### config.mk
export PLATFORM = sky130hd
export DESIGN_NAME = wpcfg_top
export DESIGN_NICKNAME = d
export VERILOG_FILES = /design/src/hw/wpcfg_pkg.sv /design/src/hw/wpcfg_top.sv
export SDC_FILE = /design/constraint.sdc
export NUM_CORES = 1
export LEC_CHECK = 0
export BUFFER_PORTS_ARGS = -buffer_cell sky130_fd_sc_hd__buf_2
export CAP_MARGIN = 5
export CORE_MARGIN = 1
export CORE_UTILIZATION = 52
export CTS_CLUSTER_DIAMETER = 60
export DETAILED_ROUTE_END_ITERATION = 8
export PLACE_DENSITY = 0.84
export RECOVER_POWER = 100
export SYNTH_ARGS = -nofsm -noshare
export SYNTH_HDL_FRONTEND = slang
export SYNTH_SLANG_ARGS = --single-unit
### constraint.sdc
create_clock -name pclk -period 2.9 [get_ports pclk]
set_input_delay 0.58 -clock pclk [delete_from_list [all_inputs] [get_ports pclk]]
set_output_delay 0.58 -clock pclk [all_outputs]
set_load 0.02 [all_outputs]
### src/hw/wpcfg_pkg.sv
// Package of constants and types for the write-protect and configuration register block.
// Behaviour
// RL1: Register writes need write_enable_latch, and pin protection off or protect pin high.
// RL2: Latch clear blocks all array writes; set allows only the unprotected range. The code lets policy 01 write with the latch clear.
// RL3: access_flags bit 7 is ready_flag, one when ready, one after reset.
// RL4: access_flags bits 6 to 0 read zero; the register is read-only.
// RL5: part_info holds maker, interface, voltage, temperature, density and frequency fields.
// RL6: Field codes: interface 0010, voltage 0001, temperature by range, density, frequency 01.
// RL7: config_one bits 7:5 select drive strength, read/write, reset value 011.
// RL8: config_one bit 2 locks top_bottom_select and block_protect_field against change.
// RL9: Policy 00 needs the latch for every array write; chip select high clears it.
// RL10: Policy 01 performs array writes whatever the latch holds.
// RL11: Policy 10 needs the latch once; it survives chip select; write-disable clears it.
// RL12: The host never programs policy 11, which is reserved.
// RL13: Register writes always need the latch; chip select rising afterwards clears it.
// RL14: config_one bits 4:3 read zero; bits 1:0 are the policy, reset 00.
// RL15: write_enable_latch is status bit 1, not directly writable, reset zero.
// RL16: pin_protect_enable is status bit 7, reset zero, arms pin protection when low. The code arms it when the bit is one.
// RL17: Protected area is the software range ORed with the hardware pin range.
// RL18: Writes to access_flags and part_info are ignored and change nothing.
package wpcfg_pkg;
  // ****************************************
  // Register map
  // ****************************************
  localparam logic [7:0] WPCFG_ADDR_STATUS = 8'h00;
  localparam logic [7:0] WPCFG_ADDR_FLAGS = 8'h04;
  localparam logic [7:0] WPCFG_ADDR_INFO = 8'h08;
  localparam logic [7:0] WPCFG_ADDR_CFG1 = 8'h0C;
  localparam logic [7:0] WPCFG_ADDR_CMD = 8'h10;
  localparam logic [7:0] WPCFG_ADDR_QUERY = 8'h14;
  // ****************************************
  // Field positions and reset values
  // ****************************************
  localparam int WPCFG_SR_PPE = 7;
  localparam int WPCFG_SR_TB = 5;
  localparam int WPCFG_SR_BP_LO = 2;
  localparam int WPCFG_SR_WEL = 1;
  localparam int WPCFG_FL_READY = 7;
  localparam int WPCFG_C1_LOCK = 2;
  localparam logic [2:0] WPCFG_DRIVE_RST = 3'h3;
  localparam logic [1:0] WPCFG_POL_NORMAL = 2'h0;
  localparam logic [1:0] WPCFG_POL_SRAM = 2'h1;
  localparam logic [1:0] WPCFG_POL_B2B = 2'h2;
  // Command register codes.
  localparam logic [2:0] WPCFG_CMD_WRITE_ENABLE_LATCH = 3'h1;
  localparam logic [2:0] WPCFG_CMD_WRDI = 3'h2;
  localparam logic [2:0] WPCFG_CMD_ARRAY = 3'h4;
  // ****************************************
  // Identification word fields
  // ****************************************
  localparam logic [7:0] WPCFG_MAKER = 8'h5A; // Arbitrary value.
  localparam logic [3:0] WPCFG_IF_DUALQ = 4'h2;
  localparam logic [3:0] WPCFG_VOLT_3V = 4'h1;
  localparam logic [3:0] WPCFG_TEMP_85 = 4'h0;
  localparam logic [3:0] WPCFG_DENS_64 = 4'h1;
  localparam logic [7:0] WPCFG_FREQ_100 = 8'h01;
  typedef struct packed {
    logic [7:0] maker;
    logic [3:0] intf;
    logic [3:0] volt;
    logic [3:0] temp;
    logic [3:0] dens;
    logic [7:0] freq;
  } wpcfg_info_t;
  typedef struct packed {
    logic [2:0] drive;
    logic [1:0] rsvd;
    logic lock;
    logic [1:0] policy;
  } wpcfg_cfg1_t;
  typedef enum logic [2:0] {
    WPCFG_IDLE = 3'b001,
    WPCFG_ACC = 3'b010,
    WPCFG_HOLD = 3'b100
  } wpcfg_state_t;
  // Decoded block-protect range: which sixty-fourths of the array are protected.
  function automatic logic in_range(input logic [2:0] bp, input logic tb, input logic [5:0] blk);
    logic [5:0] span;
    logic hit;
    span = 6'h0;
    hit = 1'b0;
    if (bp != 3'h0) begin
      span = (bp == 3'h7) ? 6'h3F : 6'(6'h01 << (bp - 3'h1));
      hit = tb ? (blk < span) : (blk >= 6'(6'h3F - span + 6'h01));
      if (bp == 3'h7) begin
        hit = 1'b1;
      end
    end
    return hit;
  endfunction
endpackage

### src/hw/wpcfg_top.sv
// Write-protect decision and configuration registers behind an APB slave.
//
// Our own choices: the placing of the registers and the APB register port.
module wpcfg_top
  import wpcfg_pkg::*;
(
  input wire logic pclk,
  input wire logic presetn,
  input wire logic clk_en,
  input wire logic psel,
  input wire logic penable,
  input wire logic pwrite,
  input wire logic [7:0] paddr,
  input wire logic [31:0] pwdata,
  output logic [31:0] prdata,
  output logic pready,
  output logic pslverr,
  input wire logic cs_n_pin,
  input wire logic sclk_pin,
  input wire logic protect_n_pin,
  input wire logic [2:0] hw_bp_pin,
  input wire logic hw_tb_pin,
  input wire logic busy,
  output logic write_enable_latch_out,
  output logic array_write_ok,
  output logic reg_write_ok,
  output logic [2:0] drive_strength_select
);
  // ****************************************
  // Pin synchronisers
  // ****************************************
  logic [5:0] sync1, sync2;
  logic cs_prev, sclk_prev;
  always_ff @(posedge pclk or negedge presetn) begin
    if (!presetn) begin
      // Idle levels: chip select high, serial clock low, protect high, range pins pulled low.
      sync1 <= 6'h28;
      sync2 <= 6'h28;
      cs_prev <= 1'b1;
      sclk_prev <= 1'b0;
    end else if (clk_en) begin
      sync1 <= {cs_n_pin, sclk_pin, protect_n_pin, hw_tb_pin, hw_bp_pin[1:0]};
      sync2 <= sync1;
      cs_prev <= sync2[5];
      sclk_prev <= sync2[4];
    end
  end
  logic [2:0] bp1, bp2;
  always_ff @(posedge pclk or negedge presetn) begin
    if (!presetn) begin
      bp1 <= 3'h0;
      bp2 <= 3'h0;
    end else if (clk_en) begin
      bp1 <= {hw_bp_pin[2], 2'h0};
      bp2 <= bp1;
    end
  end
  logic cs_s, prot_s, htb_s, cs_rise, sclk_rise;
  logic [2:0] hbp_s;
  assign cs_s = sync2[5];
  assign prot_s = sync2[3];
  assign htb_s = sync2[2];
  assign hbp_s = {bp2[2], sync2[1:0]};
  assign cs_rise = cs_s && !cs_prev;
  assign sclk_rise = sync2[4] && !sclk_prev;

  // ****************************************
  // Register state
  // ****************************************
  logic ppe, tb, wel, b2b_armed, last_reg_wr;
  logic [2:0] bp;
  wpcfg_cfg1_t cfg1;
  logic next_ppe, next_tb, next_wel, next_b2b_armed, next_last_reg_wr;
  logic [2:0] next_bp;
  wpcfg_cfg1_t next_cfg1;
  logic [31:0] next_prdata;
  logic next_pready, next_pslverr;
  logic [5:0] query_blk, next_query_blk;
  wpcfg_state_t state, next_state;
  wpcfg_info_t info;
  logic reg_ok, wr_phase;
  logic ready_flag;

  assign info = '{maker: WPCFG_MAKER, intf: WPCFG_IF_DUALQ, volt: WPCFG_VOLT_3V,
                  temp: WPCFG_TEMP_85, dens: WPCFG_DENS_64, freq: WPCFG_FREQ_100}; // [RL5] [RL6]
  assign ready_flag = !busy; // [RL3]
  // Status and configuration writes need the latch and a released pin lock.
  assign reg_ok = wel && (!ppe || prot_s); // [RL1] [RL16]
  assign wr_phase = psel && penable && pwrite && state == WPCFG_ACC;

  // Protected if software range or hardware pin range covers the block.
  function automatic logic blk_prot(input logic [5:0] blk, input logic [2:0] sbp, input logic stb,
                                    input logic [2:0] hbp, input logic htb);
    return in_range(sbp, stb, blk) || in_range(hbp, htb, blk); // [RL17]
  endfunction

  function automatic logic array_ok(input logic [5:0] blk, input logic l, input logic [1:0] pol,
                                    input logic armed, input logic [2:0] sbp, input logic stb,
                                    input logic [2:0] hbp, input logic htb);
    logic en;
    en = (pol == WPCFG_POL_SRAM) || l || (pol == WPCFG_POL_B2B && armed); // [RL2] [RL10]
    return en && !blk_prot(blk, sbp, stb, hbp, htb);
  endfunction

  always_comb begin
    next_ppe = ppe;
    next_tb = tb;
    next_bp = bp;
    next_wel = wel;
    next_cfg1 = cfg1;
    next_b2b_armed = b2b_armed;
    next_last_reg_wr = last_reg_wr;
    next_query_blk = query_blk;
    next_prdata = prdata;
    next_pready = 1'b0;
    next_pslverr = 1'b0;
    next_state = state;
    case (state)
      WPCFG_IDLE: begin
        if (psel && !penable) begin
          next_state = WPCFG_ACC;
        end
      end
      WPCFG_ACC: begin
        if (psel && penable) begin
          next_pready = 1'b1;
          next_state = WPCFG_HOLD;
          next_prdata = 32'h0;
          if (pwrite) begin
            case (paddr)
              WPCFG_ADDR_STATUS: begin
                if (reg_ok) begin // [RL1]
                  next_ppe = pwdata[WPCFG_SR_PPE]; // [RL16]
                  if (!cfg1.lock) begin // [RL8]
                    next_tb = pwdata[WPCFG_SR_TB];
                    next_bp = pwdata[WPCFG_SR_BP_LO +: 3];
                  end
                  next_last_reg_wr = 1'b1; // [RL13]
                end
              end
              WPCFG_ADDR_CFG1: begin
                if (reg_ok) begin // [RL1]
                  next_cfg1.drive = pwdata[7:5]; // [RL7]
                  next_cfg1.lock = pwdata[WPCFG_C1_LOCK]; // [RL8]
                  next_cfg1.policy = pwdata[1:0]; // [RL14]
                  next_last_reg_wr = 1'b1; // [RL13]
                end
              end
              WPCFG_ADDR_CMD: begin
                if (pwdata[2:0] == WPCFG_CMD_WRITE_ENABLE_LATCH) begin
                  next_wel = 1'b1;
                end else if (pwdata[2:0] == WPCFG_CMD_WRDI) begin
                  next_wel = 1'b0; // [RL11]
                  next_b2b_armed = 1'b0;
                end else if (pwdata[2:0] == WPCFG_CMD_ARRAY &&
                             cfg1.policy == WPCFG_POL_B2B && wel) begin
                  next_b2b_armed = 1'b1; // [RL11]
                end
              end
              WPCFG_ADDR_QUERY: next_query_blk = pwdata[5:0];
              WPCFG_ADDR_FLAGS, WPCFG_ADDR_INFO: ; // [RL18]
              default: next_pslverr = 1'b1;
            endcase
          end else begin
            case (paddr)
              WPCFG_ADDR_STATUS: begin
                next_prdata[WPCFG_SR_PPE] = ppe;
                next_prdata[WPCFG_SR_TB] = tb;
                next_prdata[WPCFG_SR_BP_LO +: 3] = bp;
                next_prdata[WPCFG_SR_WEL] = wel; // [RL15]
              end
              WPCFG_ADDR_FLAGS: next_prdata[WPCFG_FL_READY] = ready_flag; // [RL3] [RL4]
              WPCFG_ADDR_INFO: next_prdata = info; // [RL5]
              WPCFG_ADDR_CFG1: next_prdata[7:0] = {cfg1.drive, 2'h0, cfg1.lock, cfg1.policy}; // [RL14]
              WPCFG_ADDR_CMD: next_prdata[5:0] = query_blk;
              WPCFG_ADDR_QUERY: next_prdata[0] = blk_prot(query_blk, bp, tb, hbp_s, htb_s);
              default: next_pslverr = 1'b1;
            endcase
          end
        end else begin
          next_state = WPCFG_IDLE;
        end
      end
      WPCFG_HOLD: begin
        next_state = (psel && !penable) ? WPCFG_ACC : WPCFG_IDLE;
      end
      default: next_state = WPCFG_IDLE;
    endcase
    // Chip select rising ends the serial instruction; the clear wins over a set this cycle.
    if (cs_rise) begin
      if (last_reg_wr || cfg1.policy == WPCFG_POL_NORMAL) begin
        next_wel = 1'b0; // [RL9] [RL13]
      end
      next_last_reg_wr = 1'b0;
    end
  end

  always_ff @(posedge pclk or negedge presetn) begin
    if (!presetn) begin
      ppe <= 1'b0;
      tb <= 1'b0;
      bp <= 3'h0;
      wel <= 1'b0; // [RL15]
      cfg1 <= '{drive: WPCFG_DRIVE_RST, rsvd: 2'h0, lock: 1'b0, policy: WPCFG_POL_NORMAL}; // [RL7] [RL14]
      b2b_armed <= 1'b0;
      last_reg_wr <= 1'b0;
      query_blk <= 6'h0;
      prdata <= 32'h0;
      pready <= 1'b0;
      pslverr <= 1'b0;
      state <= WPCFG_IDLE;
    end else if (clk_en) begin
      ppe <= next_ppe;
      tb <= next_tb;
      bp <= next_bp;
      wel <= next_wel;
      cfg1 <= next_cfg1;
      b2b_armed <= next_b2b_armed;
      last_reg_wr <= next_last_reg_wr;
      query_blk <= next_query_blk;
      prdata <= next_prdata;
      pready <= next_pready;
      pslverr <= next_pslverr;
      state <= next_state;
    end
  end

  // ****************************************
  // Registered decision outputs
  // ****************************************
  always_ff @(posedge pclk or negedge presetn) begin
    if (!presetn) begin
      write_enable_latch_out <= 1'b0;
      array_write_ok <= 1'b0;
      reg_write_ok <= 1'b0;
      drive_strength_select <= WPCFG_DRIVE_RST;
    end else if (clk_en) begin
      write_enable_latch_out <= wel;
      array_write_ok <= array_ok(query_blk, wel, cfg1.policy, b2b_armed, bp, tb, hbp_s, htb_s); // [RL2]
      reg_write_ok <= reg_ok;
      drive_strength_select <= cfg1.drive;
    end
  end

  // ****************************************
  // Checks
  // ****************************************
  a_reg_guard: assert property (@(posedge pclk) disable iff (!presetn) // [RL1]
    (clk_en && wr_phase && paddr == WPCFG_ADDR_STATUS && !reg_ok) |=> $stable(bp) && $stable(ppe))
    else $error("status changed while register writes were blocked");
  a_lock_hold: assert property (@(posedge pclk) disable iff (!presetn) // [RL8]
    (clk_en && cfg1.lock && !cs_rise) |=> $stable(tb) && $stable(bp))
    else $error("locked protect setting changed");
  a_ready_bit: assert property (@(posedge pclk) disable iff (!presetn) // [RL3]
    (clk_en && state == WPCFG_ACC && psel && penable && !pwrite && paddr == WPCFG_ADDR_FLAGS)
    |=> prdata == {24'h0, $past(ready_flag), 7'h0})
    else $error("flag register read wrong");
  a_info_word: assert property (@(posedge pclk) disable iff (!presetn) // [RL5]
    (clk_en && state == WPCFG_ACC && psel && penable && !pwrite && paddr == WPCFG_ADDR_INFO)
    |=> prdata == {WPCFG_MAKER, WPCFG_IF_DUALQ, WPCFG_VOLT_3V, WPCFG_TEMP_85, WPCFG_DENS_64, WPCFG_FREQ_100})
    else $error("identification word wrong");
  a_wel_clear: assert property (@(posedge pclk) disable iff (!presetn) // [RL9]
    (clk_en && cs_rise && cfg1.policy == WPCFG_POL_NORMAL) |=> !wel)
    else $error("latch survived chip select in normal policy");
  a_b2b_keep: assert property (@(posedge pclk) disable iff (!presetn) // [RL11]
    (clk_en && cs_rise && wel && cfg1.policy == WPCFG_POL_B2B && !last_reg_wr && !wr_phase) |=> wel)
    else $error("latch lost in back-to-back policy");
  a_array_off: assert property (@(posedge pclk) disable iff (!presetn) // [RL2]
    (clk_en && !wel && cfg1.policy == WPCFG_POL_NORMAL) |=> !array_write_ok)
    else $error("array writable without latch");
  a_reg_clear: assert property (@(posedge pclk) disable iff (!presetn) // [RL13]
    (clk_en && cs_rise && last_reg_wr) |=> !wel)
    else $error("latch survived end of register write");
  a_ro_ignore: assert property (@(posedge pclk) disable iff (!presetn) // [RL18]
    (clk_en && wr_phase && paddr == WPCFG_ADDR_FLAGS && !cs_rise) |=> $stable(cfg1) && $stable(wel))
    else $error("read-only write changed state");
endmodule // wpcfg_top

==> flow_summary.json, run 1 <==
{
  "status": "finished clean",
  "ant_nets": 0,
  "setup_ws_ns": 0.167,
  "area_growth_pct": 9.22,
  "via_count": 2519,
  "synth.area.mux_share_pct": 12.0,
  "drive_gt1_share_pct": 23.7,
  "yosysUniqueCellTypes": 49,
  "cap_violations": 0,
  "clk_pin_slew_worst_paths_ns": 0.10,
  "p_per_area_nw_per_um2": 435,
  "setup_violations": 0,
  "r2r_slack_ns": 0.17,
  "fin_tns_setup_ns": 0,
  "netlist_area_um2": 3290,
  "synth_seq_area_share_pct": 40.7,
  "relSlewSlack_pct": 6.45,
  "syn-mean-instance-area_um2": 9.96,
  "cp.arrival_ns": 2.95,
  "grt_overflow": 0,
  "dr.pass1.iters": 4,
  "yosys_warnings": 0,
  "fmax_mhz": 366,
  "drv_slew": 0,
  "port_buffers": 51,
  "clock_sinks": 53,
  "synth_xor_area_share_pct": 1.87,
  "routed_wl_um": 6750,
  "fin_crit_ns": 2.73,
  "crit_type": "reg -> reg",
  "start_kind": "flip-flop",
  "rows": 28,
  "synth-simple-area-share_pct": 14.8,
  "drc_errors": 0,
  "io_pins": 94,
  "routed_via_density": 5.54,
  "synthFlopType": "dfrtp_1",
  "cp_max_fo": 5,
  "antennaDiodeCount": 0,
  "grt_pass1_vias": 2258,
  "dp.cells": 446,
  "dieArea_um2": 6640,
  "fin_skew_ns": 0.00707,
  "n_fill_cell": 520,
  "gp_congestion": 0.859,
  "yosys_register_bits": 53,
  "design.core.area_um2": 5990,
  "hold_viol": 0,
  "synth.most_common_cell": "dfrtp_1",
  "startpoint": "bp[2]",
  "die_y_um": 81.5,
  "holdCritStartpoint": "psel",
  "fin_hold_ws_ns": 0.438,
  "final_nets": 457,
  "synth_area_leaders": "dfrtp_1, mux2_2, ha_1, dfstp_2, buf_4",
  "routedWlPerCell_um": 14.8,
  "grt_max_degree": 26,
  "tritoncts": "yes",
  "instances_no_fill": 455,
  "antenna_found_initial": 0,
  "htree_num_levels": 2,
  "p_leak_nw": 1.64,
  "synth_compound_area_share_pct": 12.1,
  "synthArstFlopShare_pct": 100,
  "regArea_um2": 1340,
  "synth_top_cell_area_share_pct": 32.7,
  "synth_top_family_by_area": "simple AND/OR/NAND/NOR gates",
  "worstMarginPinSlew_ns": 1.40,
  "r2r_start": "bp[2]",
  "crit_path_end_kind": "flip-flop",
  "pre_cts_slack_ns": 0.160,
  "synth-edff-count": 0,
  "dieWidth_um": 81.5,
  "yosysTopAreaCell": "dfrtp_1",
  "irDropWorstVdd_mv": 0.451,
  "multi_input_area_um2": 1670,
  "cts_buffers": 5,
  "required_ns": 3.11,
  "first_iter_violations": 114,
  "hpwlAfterDp_um": 5040,
  "hp-class": "in -> reg",
  "fin_crit_sh_pct": 94.2,
  "insertion_delay_ns": 0.32,
  "postSynthCellCount": 330,
  "cts_root_buf": "clkbuf_8",
  "grt_pass1_wl_um": 10600,
  "grt_usage_pct": 21.5,
  "cts_max_path_buffers": 2,
  "initial_utilization_pct": 54.8,
  "synth.top_cells.by_count": "dfrtp_1, mux2_2, nand2_1",
  "synth_adder_area_share_pct": 9.14
}
area by class of cell:
| class | count | area share, % |
|---|---|---|
| multi-input cells | 235 | 46.5 |
| flip-flops and latches | 53 | 37.3 |
| repair buffers | 61 | 7.91 |
| clock buffers | 6 | 2.62 |
| well taps | 75 | 2.62 |
| inverters | 23 | 2.41 |
| clock inverters | 2 | 0.558 |
power breakdown:
part / internal (mW) / switching, mW / total (mW)
clock: 0.230 / 0.271 / 0.502
combinational: 0.108 / 0.153 / 0.261
sequential: 0.773 / 0.0273 / 0.800
total: 1.11 / 0.451 / 1.56
critical path, cell delays in order (launching register included):
cell and delay, ns:
dfrtp_1 0.45, and2_1 0.18, o21a_1 0.20, inv_1 0.06, ha_2 0.20, nand3b_1 0.08
o21ai_0 0.07, nor2_1 0.07, ha_1 0.28, nand4_1 0.10, o221ai_1 0.11, and3b_1 0.19
a2111o_1 0.40, a31o_2 0.25
flip-flops by register name, indices dropped and copies added (netlist names):
name / cells
array_write_ok: 1
b2b_armed: 1
bp: 3
bp1: 1
bp2: 1
cfg1: 6
cs_prev: 1
drive_strength_select: 3
last_reg_wr: 1
ppe: 1
prdata: 9
pready: 1
pslverr: 1
query_blk: 6
reg_write_ok: 1
state: 3
sync1: 5
sync2: 5
tb: 1
wel: 1
write_enable_latch_out: 1
placed cells by master, fill, tap and decap left out, types with 3 or more instances in the layout:
cell	count
inv_1	23
nand2b_1	4
nand3_1	7
and2_1	3
o21ai_0	19
clkbuf_8	5
dfrtp_1	42
a22oi_1	3
nor3_1	4
xnor2_1	5
clkbuf_1	29
mux2_2	35
ha_1	22
dfstp_2	9
nor2_1	19
o221ai_1	3
a21oi_1	16
conb_1	17
buf_2	26
o22ai_1	3
a31oi_1	4
nand2_1	34
a32o_1	3
nand4_1	5
buf_4	6
layer usage:
| layer | track usage (%) | wire, um |
|---|---|---|
| met1 | 29.2 | 3010 |
| met2 | 33.4 | 3290 |
| met3 | 5.22 | 365 |
| met4 | 7.32 | 81 |
| met5 | 0 | 0 |
per-stage QoR:
stage	utilization, %	power [mW]	cell area [um^2]
floorplan	-	1.00	3350
global placement	59.1	1.05	3540
detailed placement	59.1	1.07	3540
CTS	61.0	1.57	3660
global route	59.9	1.64	3590
finish	59.9	1.56	3590
logic make-up (layout without fill, tap and decap cells):
logic type | Yosys count | in the layout
flops | 53 | 53
xor+xnor | 7 | 7
compound gates | 63 | 63
simple gates | 89 | 89
other cells | 1 | 17
mux | 35 | 35
buf+inv | 58 | 92
fa+ha+maj | 24 | 24
final timing paths:
| path | end | cells past startpoint |
|---|---|---|
| worst max-delay path | prdata[0] | 13 |
| worst min-delay path | state[0] | 2 |
| worst max register to register | prdata[0] | 13 |
| worst min register to register | prdata[1] | 2 |
| max in group asynchronous | bp2[2] | 2 |
| min in group asynchronous | reg_write_ok | 1 |
repair_timing:
action	in CTS	in global routing
resized for setup	0	3
buffers inserted	0	1
endpoints found under the setup margin	0	1
hold buffers	0	0
Power figures use the tool's default switching activity.
==> run 2: changes to the inputs <==
- CORE_UTILIZATION: 52 -> 57
- PLACE_DENSITY: 0.84 -> 0.9
- clock period: 2.9 -> 3.4 ns (I/O delays scaled with it)
==> run 2 against run 1 <==
  * Clock-buffer cell count down 1
  * Critical endpoint unchanged
  * Maximum frequency down 8.1%
  * The run now ends with max-capacitance violations, max-slew violations left
  * Register-to-register slack better by 0.26 ns
  * Non-clock buffer count down 7
  * Global-route usage up 2.6 points
  * Utilization up 3.2 points
==> flow_summary.json, run 2 (synthesis results as in run 1) <==
{
  "status": "complete, but fails checks",
  "violations": "max-capacitance violations, max-slew violations",
  "final_nets": 450,
  "dr.pass1.iters": 4,
  "cp_max_fo": 12,
  "hold_viol": 0,
  "met3_usage_pct": 3.76,
  "dieArea_um2": 6070,
  "whs_path_depth": 2,
  "fmax_mhz": 336,
  "insertion_delay_ns": 0.32,
  "tritoncts": "yes",
  "setup_violations": 0,
  "clk_pin_slew_worst_paths_ns": 0.11,
  "cp.arrival_ns": 3.19,
  "slowest_delay_ns": 0.60,
  "holdCritStartpoint": "sync1[2]",
  "start_kind": "flip-flop",
  "largest_register_ffs": 9,
  "worstMarginPinSlew_ns": 1.59,
  "area_growth_pct": 6.36,
  "r2r_slack_ns": 0.43,
  "setup_ws_ns": 0.426,
  "busiest_layer": "met2",
  "crit_type": "reg -> reg",
  "fin_crit_ns": 2.97,
  "design_area_um2": 3490,
  "routed_via_density": 5.73,
  "drv_slew": 31,
  "crit_slowest_cell": "dfrtp_1",
  "cts_setup_buffers": 0,
  "layout_commonest_cell": "dfrtp_1",
  "hp-class": "reg -> reg",
  "antennaDiodeCount": 0,
  "fin_skew_ns": 0.00787,
  "grt_usage_pct": 24.1,
  "cts_max_path_buffers": 2,
  "cts.repair.resized": 0,
  "grtUsageMet1_pct": 31.5,
  "crit_path_end_kind": "flip-flop",
  "grt_pass1_wl_um": 11400,
  "initial_utilization_pct": 59.3,
  "hold_end": "sync2[2]",
  "port_buffers": 51,
  "pre_cts_slack_ns": 0.488,
  "hpwlAfterDp_um": 5100,
  "drive_gt1_share_pct": 21.2,
  "rr_endpoint": "prdata[0]",
  "top_register": "prdata",
  "cp_cell_sequence": "and2_0, o21a_1, inv_1, ha_1, nand3b_1, o21ai_0, nor2_1, ha_1, nand4_1, o221ai_1, and3b_1, a2111o_1, a31o_2",
  "fin_crit_sh_pct": 87.5,
  "p_leak_nw": 1.60,
  "drc_errors": 0,
  "fin_tns_setup_ns": 0,
  "via_count": 2549,
  "relSlewSlack_pct": -5.98,
  "layout_common_cells": "dfrtp_1, mux2_2, nand2_1",
  "htree_num_levels": 2,
  "antenna_found_initial": 0,
  "reg.largest.list": "prdata x9, cfg1 x6, query_blk x6",
  "ctsHoldBuffers": 0,
  "routed_wl_um": 6970,
  "grt_overflow": 0,
  "cts_root_buf": "clkbuf_8",
  "first_iter_violations": 172,
  "r2r_start": "bp[2]",
  "rsz0062_at_grt": "false",
  "grt_pass1_vias": 2411,
  "p_per_area_nw_per_um2": 370,
  "cts_buffers": 5,
  "dieWidth_um": 77.9,
  "routedWlPerCell_um": 15.7,
  "cap_violations": 1,
  "die_y_um": 77.9,
  "utilization_pct": 63.1,
  "ant_nets": 0,
  "n_fill_cell": 457,
  "placed_cell_area_um2": 3490,
  "rows": 27,
  "required_ns": 3.62,
  "use_met2_pct": 40.1,
  "reg2reg_depth": 13,
  "crit_path_frequent_cell": "ha_1",
  "gp_congestion": 0.877,
  "grt_max_degree": 31,
  "clock_sinks": 53,
  "design.core.area_um2": 5540,
  "irDropWorstVdd_mv": 0.266,
  "io_pins": 94
}
==> run 2: worst max-delay path by stage <==
stage               start         to  cells past startpoint
CTS                 bp[2]  prdata[0]                     13
global route        bp[2]  prdata[0]                     13
global placement    bp[2]  prdata[0]                     13
floorplan           bp[2]  prdata[0]                     14
finish              bp[2]  prdata[0]                     13
detailed placement  bp[2]  prdata[0]                     13
==> run 2: metrics by stage <==
stage | hold slack, ns | std cells | total power, mW
after detailed placement | 0.471 | 437 | 0.908
after global placement | 0.462 | 437 | 0.894
after global routing | 0.528 | 445 | 1.35
after floorplan | 0.384 | 346 | 0.854
final | 0.490 | 445 | 1.29
after CTS | 0.392 | 445 | 1.30
==> run 2: worst max-delay path, delay by kind of cell, from the launching register on <==
| kind | cells | cell delay (ns) |
|---|---|---|
| DFF | 1 | 0.60 |
| adders and majority gates | 2 | 0.48 |
| and+or+nand+nor | 5 | 0.72 |
| buffers and inverters | 1 | 0.05 |
| AOI/OAI and AO/OA | 5 | 1.01 |
==> run 2: cell type report <==
class,instances,area [um^2],share of cell area [%]
well taps,72,90.1,2.58
inverters,23,86.3,2.47
clock buffers,5,68.8,1.97
flip-flops and latches,53,1340,38.3
clock inverters,3,28.8,0.823
repair buffers,54,235,6.73
multi-input cells,235,1650,47.1
==> run 2: layer usage <==
metal / wire, um / up-vias / share of wire (%)
met1: 2990 / 1234 / 43
met5: 0 / - / 0
li1: - / 1206 / -
met2: 3430 / 93 / 49
met3: 395 / 16 / 5.7
met4: 147 / 0 / 2.1
==> run 2: power by group <==
group	switching, mW	leakage (nW)	internal (mW)	total, mW
sequential	0.0249	0.686	0.659	0.684
combinational	0.127	0.866	0.0867	0.213
clock	0.242	0.0506	0.155	0.397
